==> src/nsrc_pkg.sv <==
/*
  Package for the NAND status/reset host controller: command opcodes,
  status byte layout, software register map and timing counts.
  Assumes a 250 MHz core clock and an asynchronous NAND device outside.
*/
package nsrc_pkg;
  // device opcodes
  localparam logic [7:0] CMD_READ_SETUP = 8'h00;
  localparam logic [7:0] CMD_READ_START = 8'h30;
  localparam logic [7:0] CMD_CACHE_READ = 8'h31;
  localparam logic [7:0] CMD_SERIAL_IN = 8'h80;
  localparam logic [7:0] CMD_COL_CHANGE = 8'h85;
  localparam logic [7:0] CMD_PROG_START = 8'h10;
  localparam logic [7:0] CMD_MULTI_PROG = 8'h11;
  localparam logic [7:0] CMD_CACHE_PROG = 8'h15;
  localparam logic [7:0] CMD_ERASE_SETUP = 8'h60;
  localparam logic [7:0] CMD_ERASE_START = 8'hD0;
  localparam logic [7:0] CMD_ID_READ = 8'h90;
  localparam logic [7:0] CMD_STATUS = 8'h70;
  localparam logic [7:0] CMD_STATUS_MULTI = 8'h71;
  localparam logic [7:0] CMD_RESET = 8'hFF;

  // status byte field positions
  localparam int ST_PRIMARY = 0;
  localparam int ST_SECONDARY = 1;
  localparam int ST_BUF_READY = 5;
  localparam int ST_CACHE_READY = 6;
  localparam int ST_UNPROT = 7;

  // software register offsets
  localparam logic [3:0] REG_CMD = 4'h0;
  localparam logic [3:0] REG_ADDR = 4'h1;
  localparam logic [3:0] REG_DATA = 4'h2;
  localparam logic [3:0] REG_CTRL = 4'h3;
  localparam logic [3:0] REG_STATUS = 4'h4;
  localparam logic [3:0] REG_DEVSTAT = 4'h5;
  localparam logic [3:0] REG_RDATA = 4'h6;

  // reset values
  localparam logic [7:0] CTRL_RESET = 8'h00;

  // strobe timing: each phase of a device cycle
  localparam int CLK_MHZ = 250;
  localparam int PHASE_NS = 24;
  localparam int PHASE_CYC = (PHASE_NS * CLK_MHZ + 999) / 1000;

  typedef enum logic [1:0] {
    NSRC_CYC_CMD,
    NSRC_CYC_ADDR,
    NSRC_CYC_WDATA,
    NSRC_CYC_RDATA
  } nsrc_cyc_type;

  typedef struct packed {
    nsrc_cyc_type kind;
    logic [7:0] data;
  } nsrc_req_type;

  typedef struct packed {
    logic ce_n;
    logic cle;
    logic ale;
    logic we_n;
    logic read_strobe_n;
    logic wp_n;
  } nsrc_pins_type;
endpackage

==> src/nsrc_host.sv <==
/*
  Host controller for an asynchronous NAND device: software issues
  command, address and data cycles through a small register port; the
  controller enforces the busy-time and post-80h command limits, passes
  software 70h/71h status polls through, and decodes the status byte.
  Assumes an external pull-up on ready_busy_n and one device on CE.
  Limitation: page order is judged from the low six bits of the third
  address byte only, so a new block must start again at page 0.
*/
`timescale 1ns/1ps
// Behaviour
// - after 70h, each read strobe returns the status byte
// - host trusts pass/fail only after program/erase and when ready
// - on shared ready/busy lines, status reads find each device state
// - during power-on busy only FFh or 70h may be issued
// - host never issues an opcode outside the command set
// - while busy only 70h, 71h or FFh may be issued
// - after 80h only 85h, 10h, 11h, 15h or FFh may follow
// - pages within a block are programmed in ascending order; host only flags a repeated or lower page in order_err_r and still issues it
module nsrc_host (
  input wire logic CORE_CLK,
  input wire logic RESET,
  input wire logic [3:0] ADDR,
  input wire logic [7:0] WDATA,
  input wire logic WR,
  input wire logic RD,
  output logic [7:0] RDATA,
  output nsrc_pkg::nsrc_pins_type PINS,
  output logic [7:0] IO_OUT,
  output logic IO_OE,
  input wire logic [7:0] IO_IN,
  input wire logic READY_BUSY_N
);
  import nsrc_pkg::*;

  // two-stage synchronisers: the bus and the busy line change with no
  // relation to the core clock
  logic [7:0] io_s1_r, io_s2_r;
  logic rb_s1_r, rb_s2_r;
  always_ff @(posedge CORE_CLK) begin
    io_s1_r <= IO_IN;
    io_s2_r <= io_s1_r;
    rb_s1_r <= READY_BUSY_N;
    rb_s2_r <= rb_s1_r;
  end

  // decide whether an opcode is in the documented set
  function automatic logic known_op(input logic [7:0] op);
    known_op = op == CMD_READ_SETUP || op == CMD_READ_START ||
      op == CMD_CACHE_READ || op == CMD_SERIAL_IN ||
      op == CMD_COL_CHANGE || op == CMD_PROG_START ||
      op == CMD_MULTI_PROG || op == CMD_CACHE_PROG ||
      op == CMD_ERASE_SETUP || op == CMD_ERASE_START ||
      op == CMD_ID_READ || op == CMD_STATUS ||
      op == CMD_STATUS_MULTI || op == CMD_RESET;
  endfunction

  // program-type opcodes that write protect blocks
  function automatic logic prog_op(input logic [7:0] op);
    prog_op = op == CMD_SERIAL_IN || op == CMD_ERASE_SETUP ||
      op == CMD_PROG_START || op == CMD_CACHE_PROG ||
      op == CMD_MULTI_PROG || op == CMD_ERASE_START;
  endfunction

  logic [7:0] ctrl_r;
  logic [7:0] last_cmd_r, prev_cmd_r;
  logic [7:0] status_r;
  logic [7:0] rdata_r;
  logic after80_r, powerup_r, stat_mode_r, progop_r;
  logic rejected_r, status_valid_r;
  logic [5:0] last_page_r;
  logic order_err_r;
  logic cy_busy, cy_done, cy_we, cy_re, cy_cle, cy_ale, cy_oe;
  logic [7:0] cy_io, cy_rdata;
  logic start;
  nsrc_req_type req;
  logic dev_busy;
  logic wr_cmd, wr_addr, wr_data, rd_data;
  logic wr_ctrl, wr_stat, rd_cyc_r;
  nsrc_cyc_type req_kind;
  logic cmd_ok;
  logic [7:0] op;

  // busy comes only from the pulled-up pin; no pull-up reads as busy
  assign dev_busy = !rb_s2_r;
  assign op = WDATA;
  assign wr_cmd = WR && ADDR == REG_CMD;
  assign wr_addr = WR && ADDR == REG_ADDR;
  assign wr_data = WR && ADDR == REG_DATA;
  assign rd_data = WR && ADDR == REG_RDATA;
  // register writes that act on the controller itself
  assign wr_ctrl = WR && ADDR == REG_CTRL;
  assign wr_stat = WR && ADDR == REG_STATUS;

  // command gate: refuse illegal opcodes before they reach the pins; a
  // refused command never moves a strobe, so the device never sees it
  logic gate_known, gate_pwr, gate_busy, gate_p80, gate_wp;
  assign gate_known = known_op(op);
  // power-on window: only reset and status read
  assign gate_pwr = !powerup_r || op == CMD_RESET ||
    op == CMD_STATUS;
  // busy device: status polls and reset only, read in progress included
  assign gate_busy = !dev_busy || op == CMD_STATUS ||
    op == CMD_STATUS_MULTI || op == CMD_RESET;
  // serial input armed: only the program family, column change, reset
  assign gate_p80 = !after80_r || op == CMD_COL_CHANGE ||
    op == CMD_PROG_START || op == CMD_MULTI_PROG ||
    op == CMD_CACHE_PROG || op == CMD_RESET;
  // protected device: program and erase never leave the controller
  assign gate_wp = !prog_op(op) || ctrl_r[0];
  assign cmd_ok = gate_known && gate_pwr && gate_busy && gate_p80 &&
    gate_wp;

  // writes while the engine is busy are dropped; software polls first
  assign start = !cy_busy &&
    ((wr_cmd && cmd_ok) || wr_addr || wr_data || rd_data);
  // kind and data leave through one literal so req has one driver
  assign req_kind = wr_cmd ? NSRC_CYC_CMD : wr_addr ? NSRC_CYC_ADDR :
    wr_data ? NSRC_CYC_WDATA : NSRC_CYC_RDATA;
  assign req = '{kind: req_kind, data: WDATA};

  nsrc_cycle u_cycle (
    .clk(CORE_CLK),
    .rst(RESET),
    .start(start),
    .req(req),
    .io_sync(io_s2_r),
    .busy(cy_busy),
    .done(cy_done),
    .we_n(cy_we),
    .re_n(cy_re),
    .cle(cy_cle),
    .ale(cy_ale),
    .io_out(cy_io),
    .io_oe(cy_oe),
    .rdata(cy_rdata)
  );

  // pins: chip enable low from reset release onward; the whole struct
  // is built in one place so each member has exactly one driver
  assign PINS = '{
    ce_n: RESET,
    cle: cy_cle,
    ale: cy_ale,
    we_n: cy_we,
    read_strobe_n: cy_re,
    wp_n: ctrl_r[0]
  };
  assign IO_OUT = cy_io;
  assign IO_OE = cy_oe;

  // command history and sequencing state
  always_ff @(posedge CORE_CLK) begin
    if (RESET) begin
      ctrl_r <= CTRL_RESET;
      last_cmd_r <= CMD_RESET;
      prev_cmd_r <= CMD_RESET;
      after80_r <= 1'b0;
      powerup_r <= 1'b1;
      stat_mode_r <= 1'b0;
      progop_r <= 1'b0;
      rejected_r <= 1'b0;
    end else begin
      if (wr_ctrl) ctrl_r <= WDATA;
      // power-on busy window closes at first ready seen
      if (!dev_busy) powerup_r <= 1'b0;
      if (wr_cmd && !cmd_ok) rejected_r <= 1'b1;
      else if (wr_stat) rejected_r <= 1'b0;
      if (start && wr_cmd) begin
        prev_cmd_r <= last_cmd_r;
        last_cmd_r <= op;
        // 80h arms; anything else other than 85h disarms
        if (op == CMD_SERIAL_IN) after80_r <= 1'b1;
        else if (op != CMD_COL_CHANGE) after80_r <= 1'b0;
        // status mode persists until 00h resumes the read column or FFh resets
        if (op == CMD_STATUS || op == CMD_STATUS_MULTI)
          stat_mode_r <= 1'b1;
        else if (op == CMD_READ_SETUP || op == CMD_RESET)
          stat_mode_r <= 1'b0;
        // pass/fail only means something after program or erase
        if (op == CMD_PROG_START || op == CMD_CACHE_PROG ||
            op == CMD_MULTI_PROG || op == CMD_ERASE_START)
          progop_r <= 1'b1;
        else if (op == CMD_READ_START || op == CMD_CACHE_READ ||
                 op == CMD_RESET)
          progop_r <= 1'b0;
      end
      // write protect drop ends any pending program set-up
      if (!ctrl_r[0]) after80_r <= 1'b0;
    end
  end

  // status capture: a read strobe in status mode yields the status byte
  always_ff @(posedge CORE_CLK) begin
    if (RESET) begin
      status_r <= 8'h00;
      status_valid_r <= 1'b0;
      rdata_r <= 8'h00;
      rd_cyc_r <= 1'b0;
    end else begin
      if (start) rd_cyc_r <= rd_data;
      // a write cycle leaves the engine's read byte stale, so only a
      // finished read cycle may update the captured bytes
      if (cy_done && rd_cyc_r) begin
        rdata_r <= cy_rdata;
        if (stat_mode_r) begin
          status_r <= cy_rdata;
          // pass/fail trusted only after program/erase when ready
          status_valid_r <= progop_r && cy_rdata[ST_BUF_READY];
        end
      end
    end
  end

  // decoded status view: bits masked when not valid
  logic pf0_ok, pf1_ok, cached, pairs_ok;
  logic [7:0] devstat;
  // the status command itself shifts history, so look one step back
  assign cached = last_cmd_r == CMD_CACHE_PROG ||
    prev_cmd_r == CMD_CACHE_PROG;
  assign pf0_ok = status_valid_r && status_r[ST_BUF_READY];
  assign pf1_ok = status_valid_r && cached &&
    status_r[ST_CACHE_READY];
  // ready bits must agree unless last command was 15h or 31h
  assign pairs_ok = status_r[ST_BUF_READY] == status_r[ST_CACHE_READY] ||
    prev_cmd_r == CMD_CACHE_PROG || prev_cmd_r == CMD_CACHE_READ;
  // fail bits read 0 unless the matching valid bit is set
  assign devstat = {
    status_r[ST_UNPROT],
    pairs_ok,
    pf1_ok && status_r[ST_SECONDARY],
    pf0_ok && status_r[ST_PRIMARY],
    pf1_ok,
    pf0_ok,
    status_r[ST_CACHE_READY],
    status_r[ST_BUF_READY]
  };

  // page order watch: address writes of third cycle carry page number
  // a flagged order error stays until software clears it in STATUS
  logic [2:0] acnt_r;
  always_ff @(posedge CORE_CLK) begin
    if (RESET) begin
      acnt_r <= 3'h0;
      last_page_r <= 6'h00;
      order_err_r <= 1'b0;
    end else begin
      if (start && wr_cmd) acnt_r <= 3'h0;
      else if (start && wr_addr) acnt_r <= acnt_r + 3'h1;
      if (start && wr_addr && acnt_r == 3'h2 &&
          last_cmd_r == CMD_SERIAL_IN) begin
        if (WDATA[5:0] != 6'h00 && WDATA[5:0] <= last_page_r)
          order_err_r <= 1'b1;
        last_page_r <= WDATA[5:0];
      end
      if (wr_stat) order_err_r <= 1'b0;
    end
  end

  // register read port, data one cycle after the strobe; an if chain
  // keeps the map readable, and unmapped offsets read as zero
  logic [7:0] rd_mux;
  logic [7:0] stat_word;
  assign stat_word = {2'b00, order_err_r, rejected_r, after80_r,
    stat_mode_r, powerup_r, dev_busy || cy_busy};
  always_comb begin
    if (ADDR == REG_CTRL) begin
      rd_mux = ctrl_r;
    end else if (ADDR == REG_STATUS) begin
      rd_mux = stat_word;
    end else if (ADDR == REG_DEVSTAT) begin
      rd_mux = devstat;
    end else if (ADDR == REG_RDATA) begin
      rd_mux = rdata_r;
    end else if (ADDR == REG_CMD) begin
      rd_mux = last_cmd_r;
    end else begin
      rd_mux = 8'h00;
    end
  end
  always_ff @(posedge CORE_CLK) begin
    if (RESET) RDATA <= 8'h00;
    else if (RD) RDATA <= rd_mux;
  end
endmodule

==> src/nsrc_cycle.sv <==
/*
  One NAND bus cycle engine: produces a write or read strobe pulse
  of two timed phases and captures read data at the rising edge.
  Latches req when start is taken, so the caller need not hold it while busy is high.
*/
`timescale 1ns/1ps
module nsrc_cycle #(
  parameter int PHASE = nsrc_pkg::PHASE_CYC
) (
  input wire logic clk,
  input wire logic rst,
  input wire logic start,
  input nsrc_pkg::nsrc_req_type req,
  input wire logic [7:0] io_sync,
  output logic busy,
  output logic done,
  output logic we_n,
  output logic re_n,
  output logic cle,
  output logic ale,
  output logic [7:0] io_out,
  output logic io_oe,
  output logic [7:0] rdata
);
  import nsrc_pkg::*;
  typedef enum logic [1:0] {CY_IDLE, CY_LOW, CY_HIGH} nsrc_cy_type;
  nsrc_cy_type st_r;
  logic [7:0] cnt_r;
  nsrc_req_type req_r;
  logic is_rd;
  logic cnt_end;

  assign is_rd = (req_r.kind == NSRC_CYC_RDATA);
  assign cnt_end = (cnt_r == 8'(PHASE - 1));
  assign busy = (st_r != CY_IDLE);
  // strobes low only in the low phase; bus held through both phases
  assign we_n = !(st_r == CY_LOW && !is_rd);
  assign re_n = !(st_r == CY_LOW && is_rd);
  assign cle = busy && req_r.kind == NSRC_CYC_CMD;
  assign ale = busy && req_r.kind == NSRC_CYC_ADDR;
  assign io_out = req_r.data;
  assign io_oe = busy && !is_rd;

  // phase sequencer; a command is latched on the we_n rising edge
  always_ff @(posedge clk) begin
    done <= 1'b0;
    if (rst) begin
      st_r <= CY_IDLE;
      cnt_r <= 8'h00;
      req_r <= '0;
      rdata <= 8'h00;
    end else begin
      case (st_r)
        CY_IDLE: begin
          cnt_r <= 8'h00;
          if (start) begin
            req_r <= req;
            st_r <= CY_LOW;
          end
        end
        CY_LOW: begin
          cnt_r <= cnt_end ? 8'h00 : cnt_r + 8'h01;
          // sample late in the low phase, io_sync lags two clocks
          if (cnt_end && is_rd) rdata <= io_sync;
          if (cnt_end) st_r <= CY_HIGH;
        end
        default: begin
          cnt_r <= cnt_end ? 8'h00 : cnt_r + 8'h01;
          if (cnt_end) begin
            st_r <= CY_IDLE;
            done <= 1'b1;
          end
        end
      endcase
    end
  end
endmodule

==> config.mk <==
export PLATFORM = sky130hd
export DESIGN_NAME = nsrc_host
export DESIGN_NICKNAME = d
export VERILOG_FILES = /design/src/nsrc_pkg.sv /design/src/nsrc_host.sv /design/src/nsrc_cycle.sv
export SDC_FILE = /design/constraint.sdc
export NUM_CORES = 1
export LEC_CHECK = 0
export BUFFER_PORTS_ARGS = -buffer_cell sky130_fd_sc_hd__buf_2
export CORE_UTILIZATION = 63
export CTS_CLUSTER_DIAMETER = 60
export CTS_CLUSTER_SIZE = 14
export DETAILED_ROUTE_END_ITERATION = 8
export GPL_TIMING_DRIVEN = 1
export PLACE_DENSITY = 0.83
export RECOVER_POWER = 25
export SYNTH_ARGS = -nofsm -noshare
export SYNTH_HDL_FRONTEND = slang
export SYNTH_HIERARCHICAL = 1
export SYNTH_SLANG_ARGS = --single-unit
==> constraint.sdc <==
create_clock -name CORE_CLK -period 6.3 [get_ports CORE_CLK]
set_input_delay 0.63 -clock CORE_CLK [delete_from_list [all_inputs] [get_ports CORE_CLK]]
set_output_delay 0.63 -clock CORE_CLK [all_outputs]
set_load 0.01 [all_outputs]
* Word-level counts from Yosys, hierarchy flattened *
Cells that the tools add are included.

word-level totals
  bits in registers = 112
  input port bits = 25
  output and inout port bits = 23
  logic and storage cells = 190

operators by class
  add/sub/neg operators = 2
  order comparisons = 1
  equal/unequal tests = 32
  muxes and demuxes = 21
  bitwise logic cells = 1
  reduce and logical (&&, ||, !) cells = 107

operators with widths
  cell                                                              number
  8-bit == test (second input constant)                             6
  1-bit logical OR                                                  43
  8-bit by 5-bit == test with 1-bit output (second input constant)  5
  8-bit two-way mux                                                 5
  1-bit logical AND                                                 31
  8-bit by 6-bit == test with 1-bit output (second input constant)  3
  8-bit by 7-bit == test with 1-bit output (second input constant)  3
  2-bit AND reduction                                               7
  4-bit by 3-bit == test with 1-bit output (second input constant)  3
  2-bit nonzero test                                                6
  1-bit two-way mux                                                 10
  2-bit two-way mux                                                 5
  1-bit zero test                                                   9
  8-bit by 1-bit adder with 8-bit output (second input constant)    1
  4-bit by 2-bit == test with 1-bit output (second input constant)  2
  8-bit by 3-bit == test with 1-bit output (second input constant)  1
  8-bit zero test                                                   1
  8-bit inequality test (second input constant)                     1
  6-bit <= comparator                                               1
  6-bit nonzero test                                                1
  2-bit OR reduction                                                3
  3-bit OR reduction                                                2
  2-bit by 1-bit == test with 1-bit output (second input constant)  2
  4-bit by 1-bit == test with 1-bit output (second input constant)  1
  11 further kinds                                                  12

* Logic depth before layout (Yosys ltp) *
  depth in word-level cells = 27
  gate-level depth with buffers = 11

* Cells and area by module *
Netlist, hierarchy kept.

modules (own cells, without submodules)
  module      instances  cells each  area an instance (um^2)  seq. area each (um^2)
  nsrc_host   1          423         3734.8                   1601.5
  nsrc_cycle  1          137         1298.7                   580.6

* Worst setup path after synthesis *
Ideal clock, no wire load.

  kind = input to register
  start point = input port WDATA[2]
  end point = register u_cycle.req_r (netlist bit u_cycle/io_out[0])
  library setup time = 0.128 ns
  data arrival time = 3.082 ns
  data required time = 6.172 ns
  slack = 3.090 ns
  cell stages on the path = 11
  path buffers = 2
  cells stage by stage = clkbuf_1 -> or4_1 -> o22ai_1 -> a2bb2oi_1 -> a311o_2 -> and2b_1 -> o41ai_2 -> nor3b_1 -> buf_2 -> mux2i_1 -> nor2_1

on the way
  word-level cells in the longest chain between the ends = 24

ends and longest elaborated chain
  item                                                                         line              RTL
  from (decl)                                                                  nsrc_host.sv:24   input wire logic [7:0] WDATA,
  8-bit by 6-bit == test with 1-bit output or 8-bit zero test (tied branches)  nsrc_host.sv:49   known_op = op == CMD_READ_SETUP || op == CMD_READ_START ||
  1-bit logical OR (2 in a row)                                                nsrc_host.sv:49
  1-bit logical OR (2 in a row)                                                nsrc_host.sv:50   op == CMD_CACHE_READ || op == CMD_SERIAL_IN ||
  1-bit logical OR (2 in a row)                                                nsrc_host.sv:51   op == CMD_COL_CHANGE || op == CMD_PROG_START ||
  1-bit logical OR (2 in a row)                                                nsrc_host.sv:52   op == CMD_MULTI_PROG || op == CMD_CACHE_PROG ||
  1-bit logical OR (2 in a row)                                                nsrc_host.sv:53   op == CMD_ERASE_SETUP || op == CMD_ERASE_START ||
  1-bit logical OR (2 in a row)                                                nsrc_host.sv:54   op == CMD_ID_READ || op == CMD_STATUS ||
  1-bit logical OR                                                             nsrc_host.sv:55   op == CMD_STATUS_MULTI || op == CMD_RESET;
  1-bit logical AND (3 in a row)                                               nsrc_host.sv:111  assign cmd_ok = gate_known && gate_pwr && gate_busy && gate_p80 &&
  1-bit logical AND *                                                          nsrc_host.sv:111
  1-bit logical AND *                                                          nsrc_host.sv:116  ((wr_cmd && cmd_ok) || wr_addr || wr_data || rd_data);
  1-bit logical OR * (3 in a row)                                              nsrc_host.sv:116
  1-bit logical AND *                                                          nsrc_host.sv:115  assign start = !cy_busy &&
  named net start                                                              nsrc_host.sv:75   logic start;
  2-bit AND reduction (no source line) *                                       n/a
  to (signal assigned)                                                         nsrc_cycle.sv:57  req_r <= req;
  to (decl)                                                                    nsrc_cycle.sv:29  nsrc_req_type req_r;

The timed path passes the listed nets; every way through them passes the cells marked *.
A chain may end at the register's enable or synchronous reset.

* Final worst setup path *
  start point = input port RESET
  end point = output port PINS[5] (netlist bit)

RTL lines
  item         line             RTL
  from (decl)  nsrc_host.sv:22  input wire logic RESET,
  to (decl)    nsrc_host.sv:28  output nsrc_pkg::nsrc_pins_type PINS,

No word-level cell between the ends.

==> impl_results.md <==
- Setup crit end: PINS[5]
- Initial antenna violation count: 0
- Kind of start point of the critical path: input port
- Cell area after synthesis: 5030 um^2
- Yosys top cell by area: dfxtp_1
- Reg-to-reg slack, setup: 2.95 ns
- Power Density: 231 nW/um^2
- Final Hold Fails: 0
- Instance count after placement with tap cells included: 664
- Cell count after synthesis: 560
- Switching Share: 27.3%
- Sequential area share after synthesis: 43.4%
- Port-buffer cells: 47
- Area delta synth->final: 6.49%
- Status: finished with violations
- GRT Util Overall: 27.6%
- Post-cts resize count: 0
- Max transition margin: -166%
- Cts-stage hold buffer count: 0
- Number of global-route vias before repair: 3792
- Number of detailed-routing iterations run before antenna repair: 7
- Number of pins exceeding their max-slew limit in the final report: 102
- Number of register bits inferred by synthesis: 109
- Endpoint of the worst-slack reg-to-reg timing path: u_cycle/io_out[3]
- Worst vdd ir: 209 uV
- Number of nets with antenna violations after routing: 0
- Clock transition at path regs: 0.10 ns
- Share of cells above drive strength 1: 13.8%
- RSZ-0062 raised after global routing: no
- Ordered list of cells on the worst path: buf_2, clkbuf_1, buf_2
- Critical Path RT: 5.67 ns
- EDFF count, synth: 0
- Async SR Flop Fraction: 0%
- Largest net degree at the start of global routing: 102
- Multi-input logic area: 2550 um^2
- Drc violations: 0
- Largest driver fanout on the critical path: 101
- Internal: 0.901 mW
- Final count of negative-setup-slack endpoints: 0
- Clock power frac: 35.0%
- Violated checks: max-capacitance violations, max-slew violations
- Leakage Power: 1.94 nW
- DPL Wire Length: 7840 um
- Hold WC Path Type: reg -> reg
- Core outline area: 7730 um^2
- Site row count: 32
- Logic gate share of total power: 7.8%
- Most frequent cells after synthesis: 109 x dfxtp_1, 73 x nor2_1, 44 x mux2i_1, 39 x a21oi_1, 33 x nand2_1
- Worst-Margin Slew: 3.99 ns
- Worst path max stage delay: 2.79 ns
- Routed Wire Length: 11000 um
- Die area: 8350 um^2
- Number of cells on the worst reg-to-reg path: 8
- Predominant post-synthesis flop cell: dfxtp_1
- Source of the critical timing path: RESET
- Fin crit share: 73.4%
- Shortest period the worst path allows: 4.62 ns
- Die outline height: 91.4 um
- Most frequent cell after synthesis: dfxtp_1
- Upper clock frequency limit: 216 MHz
- Synthesized netlist net count: 595
- Mean instance size in the synthesized netlist: 8.99 um^2
- Post-Route Skew: 0.0163 ns
- Class of the most critical setup path: in -> out
- Number of levels the H-tree was split into: 3
- Clock insertion delay at the later pin of the skew report: 0.38 ns
- Count of cell types in the netlist: 69
- Most frequent cell on the critical path: buf_2
- Number of nets in the layout: 608
- Top cell type's share of synthesized area: 43.4%
- Critical path capture point type: output port
- Cell chosen for the clock root: clkbuf_8
- Initial drt markers: 311
- Overall die width: 91.4 um
- TritonCTS clock tree: built
- Switching power of the nets: 0.339 mW
- Warnings from Yosys: 6
- I/O pin total: 48
- Effective utilization at floorplan: 65.1%
- Total Neg Setup Slack: 0 ns
- Wire length of the first global-routing pass: 18400 um
- Area contributors post-synth: dfxtp_1 43%, mux2i_1 8.7%, nor2_1 5.4%
- # Post-CTS Setup Buffers: 0
- Layout fillers: 630
- Max stage delay cell, worst path: clkbuf_1
- Sequential cell area: 2180 um^2
- GP Congestion: 0.871
- WL/cell: 16.2 um
- Final antenna diode count: 0
- Max-cap violations: 1
- Largest buffer count on any clock path: 2
- Vias post-DR: 4022
- Number of sinks driven by the clock tree: 109
- RR Startpoint: after80_r
- Clock buffers created by TritonCTS: 9
- Worst endpoint data arrival time: 3.99 ns
- Relative contribution of sequential cells to total power: 57.2%
- Non-filler cells, final: 680
- Overflow left after global routing: 0
- Vias per cell: 5.91
## power by group through the flow
stage          logic, mW  clock network, mW  registers [mW]
2_1_floorplan     0.0686                  0           0.724
3_3_place_gp      0.0934                  0           0.725
3_5_place_dp      0.0955                  0           0.725
4_1_cts           0.0958              0.441           0.710
5_1_grt            0.106              0.468           0.711
6_report          0.0967              0.434           0.710
## per-layer routing
layer	wire, um	track usage, %	part of all wire [%]	up-vias
met1	4940	35.8	45	1917
met5	0	0	0	-
met4	86	5.56	0.78	0
met3	452	4.52	4.1	9
li1	-	-	-	1998
met2	5570	48.1	50	98
## cells in the final DEF, fill, tap and decap left out, types with 5 or more instances in the layout
| cell type | instances |
|---|---|
| clkbuf_1 | 6 |
| nand3_1 | 25 |
| clkbuf_8 | 9 |
| nand2b_1 | 29 |
| nor2b_1 | 7 |
| a22o_1 | 5 |
| mux2i_1 | 44 |
| inv_1 | 13 |
| nor4_1 | 9 |
| nor3_1 | 7 |
| nand2_1 | 33 |
| o21ai_0 | 13 |
| dfxtp_1 | 109 |
| nand4_1 | 6 |
| a21oi_1 | 39 |
| nand3b_1 | 6 |
| ha_1 | 10 |
| nor2_1 | 73 |
| buf_2 | 42 |
## worst min-delay path by stage
stage,from,to,slack [ns],cells after the start
after floorplan,io_s1_r[0],io_s2_r[0],0.31,0
after global placement,io_s1_r[2],io_s2_r[2],0.31,0
after detailed placement,rb_s1_r,rb_s2_r,0.31,0
after CTS,IO_IN[6],io_s1_r[6],0.34,1
after global routing,IO_IN[4],io_s1_r[4],0.32,1
final,rb_s1_r,rb_s2_r,0.34,0
## worst max-delay path: cells and delay by family
family                 cells  cell delay [ns]
buffers and inverters      3             3.36
## cell families (layout without fill, tap and decap cells)
group,after synthesis,count (layout),synth area share [%]
AND/OR/NAND/NOR,231,231,24.8
flip-flops,109,109,43.4
AO/OA/AOI/OAI,99,99,13.2
buffers and inverters,60,78,6.11
multiplexers,45,45,8.97
adder cells (fa/ha/maj),10,10,2.49
XOR/XNOR,6,6,1.04
## through the flow
step / power, mW / area [um^2] / util [%] / worst slack [ns] / hold slack (ns)
after floorplan: 0.793 / 5030 / - / 3.09 / 0.310
after global placement: 0.818 / 5160 / 66.7 / 2.40 / 0.311
after detailed placement: 0.821 / 5160 / 66.7 / 2.21 / 0.315
after CTS: 1.25 / 5370 / 69.5 / 2.63 / 0.337
after global routing: 1.29 / 5360 / 69.4 / 1.27 / 0.322
final: 1.24 / 5360 / 69.4 / 1.68 / 0.338
## layout make-up
| cell class | instances | area share [%] |
|---|---|---|
| Multi-Input combinational cell | 391 | 47.5 |
| Sequential cell | 109 | 40.7 |
| Timing Repair Buffer | 49 | 4.48 |
| Tap cell | 102 | 2.38 |
| Clock buffer | 9 | 2.31 |
| Clock inverter | 7 | 1.66 |
| Inverter | 13 | 0.910 |
Power figures use the tool's default switching activity.
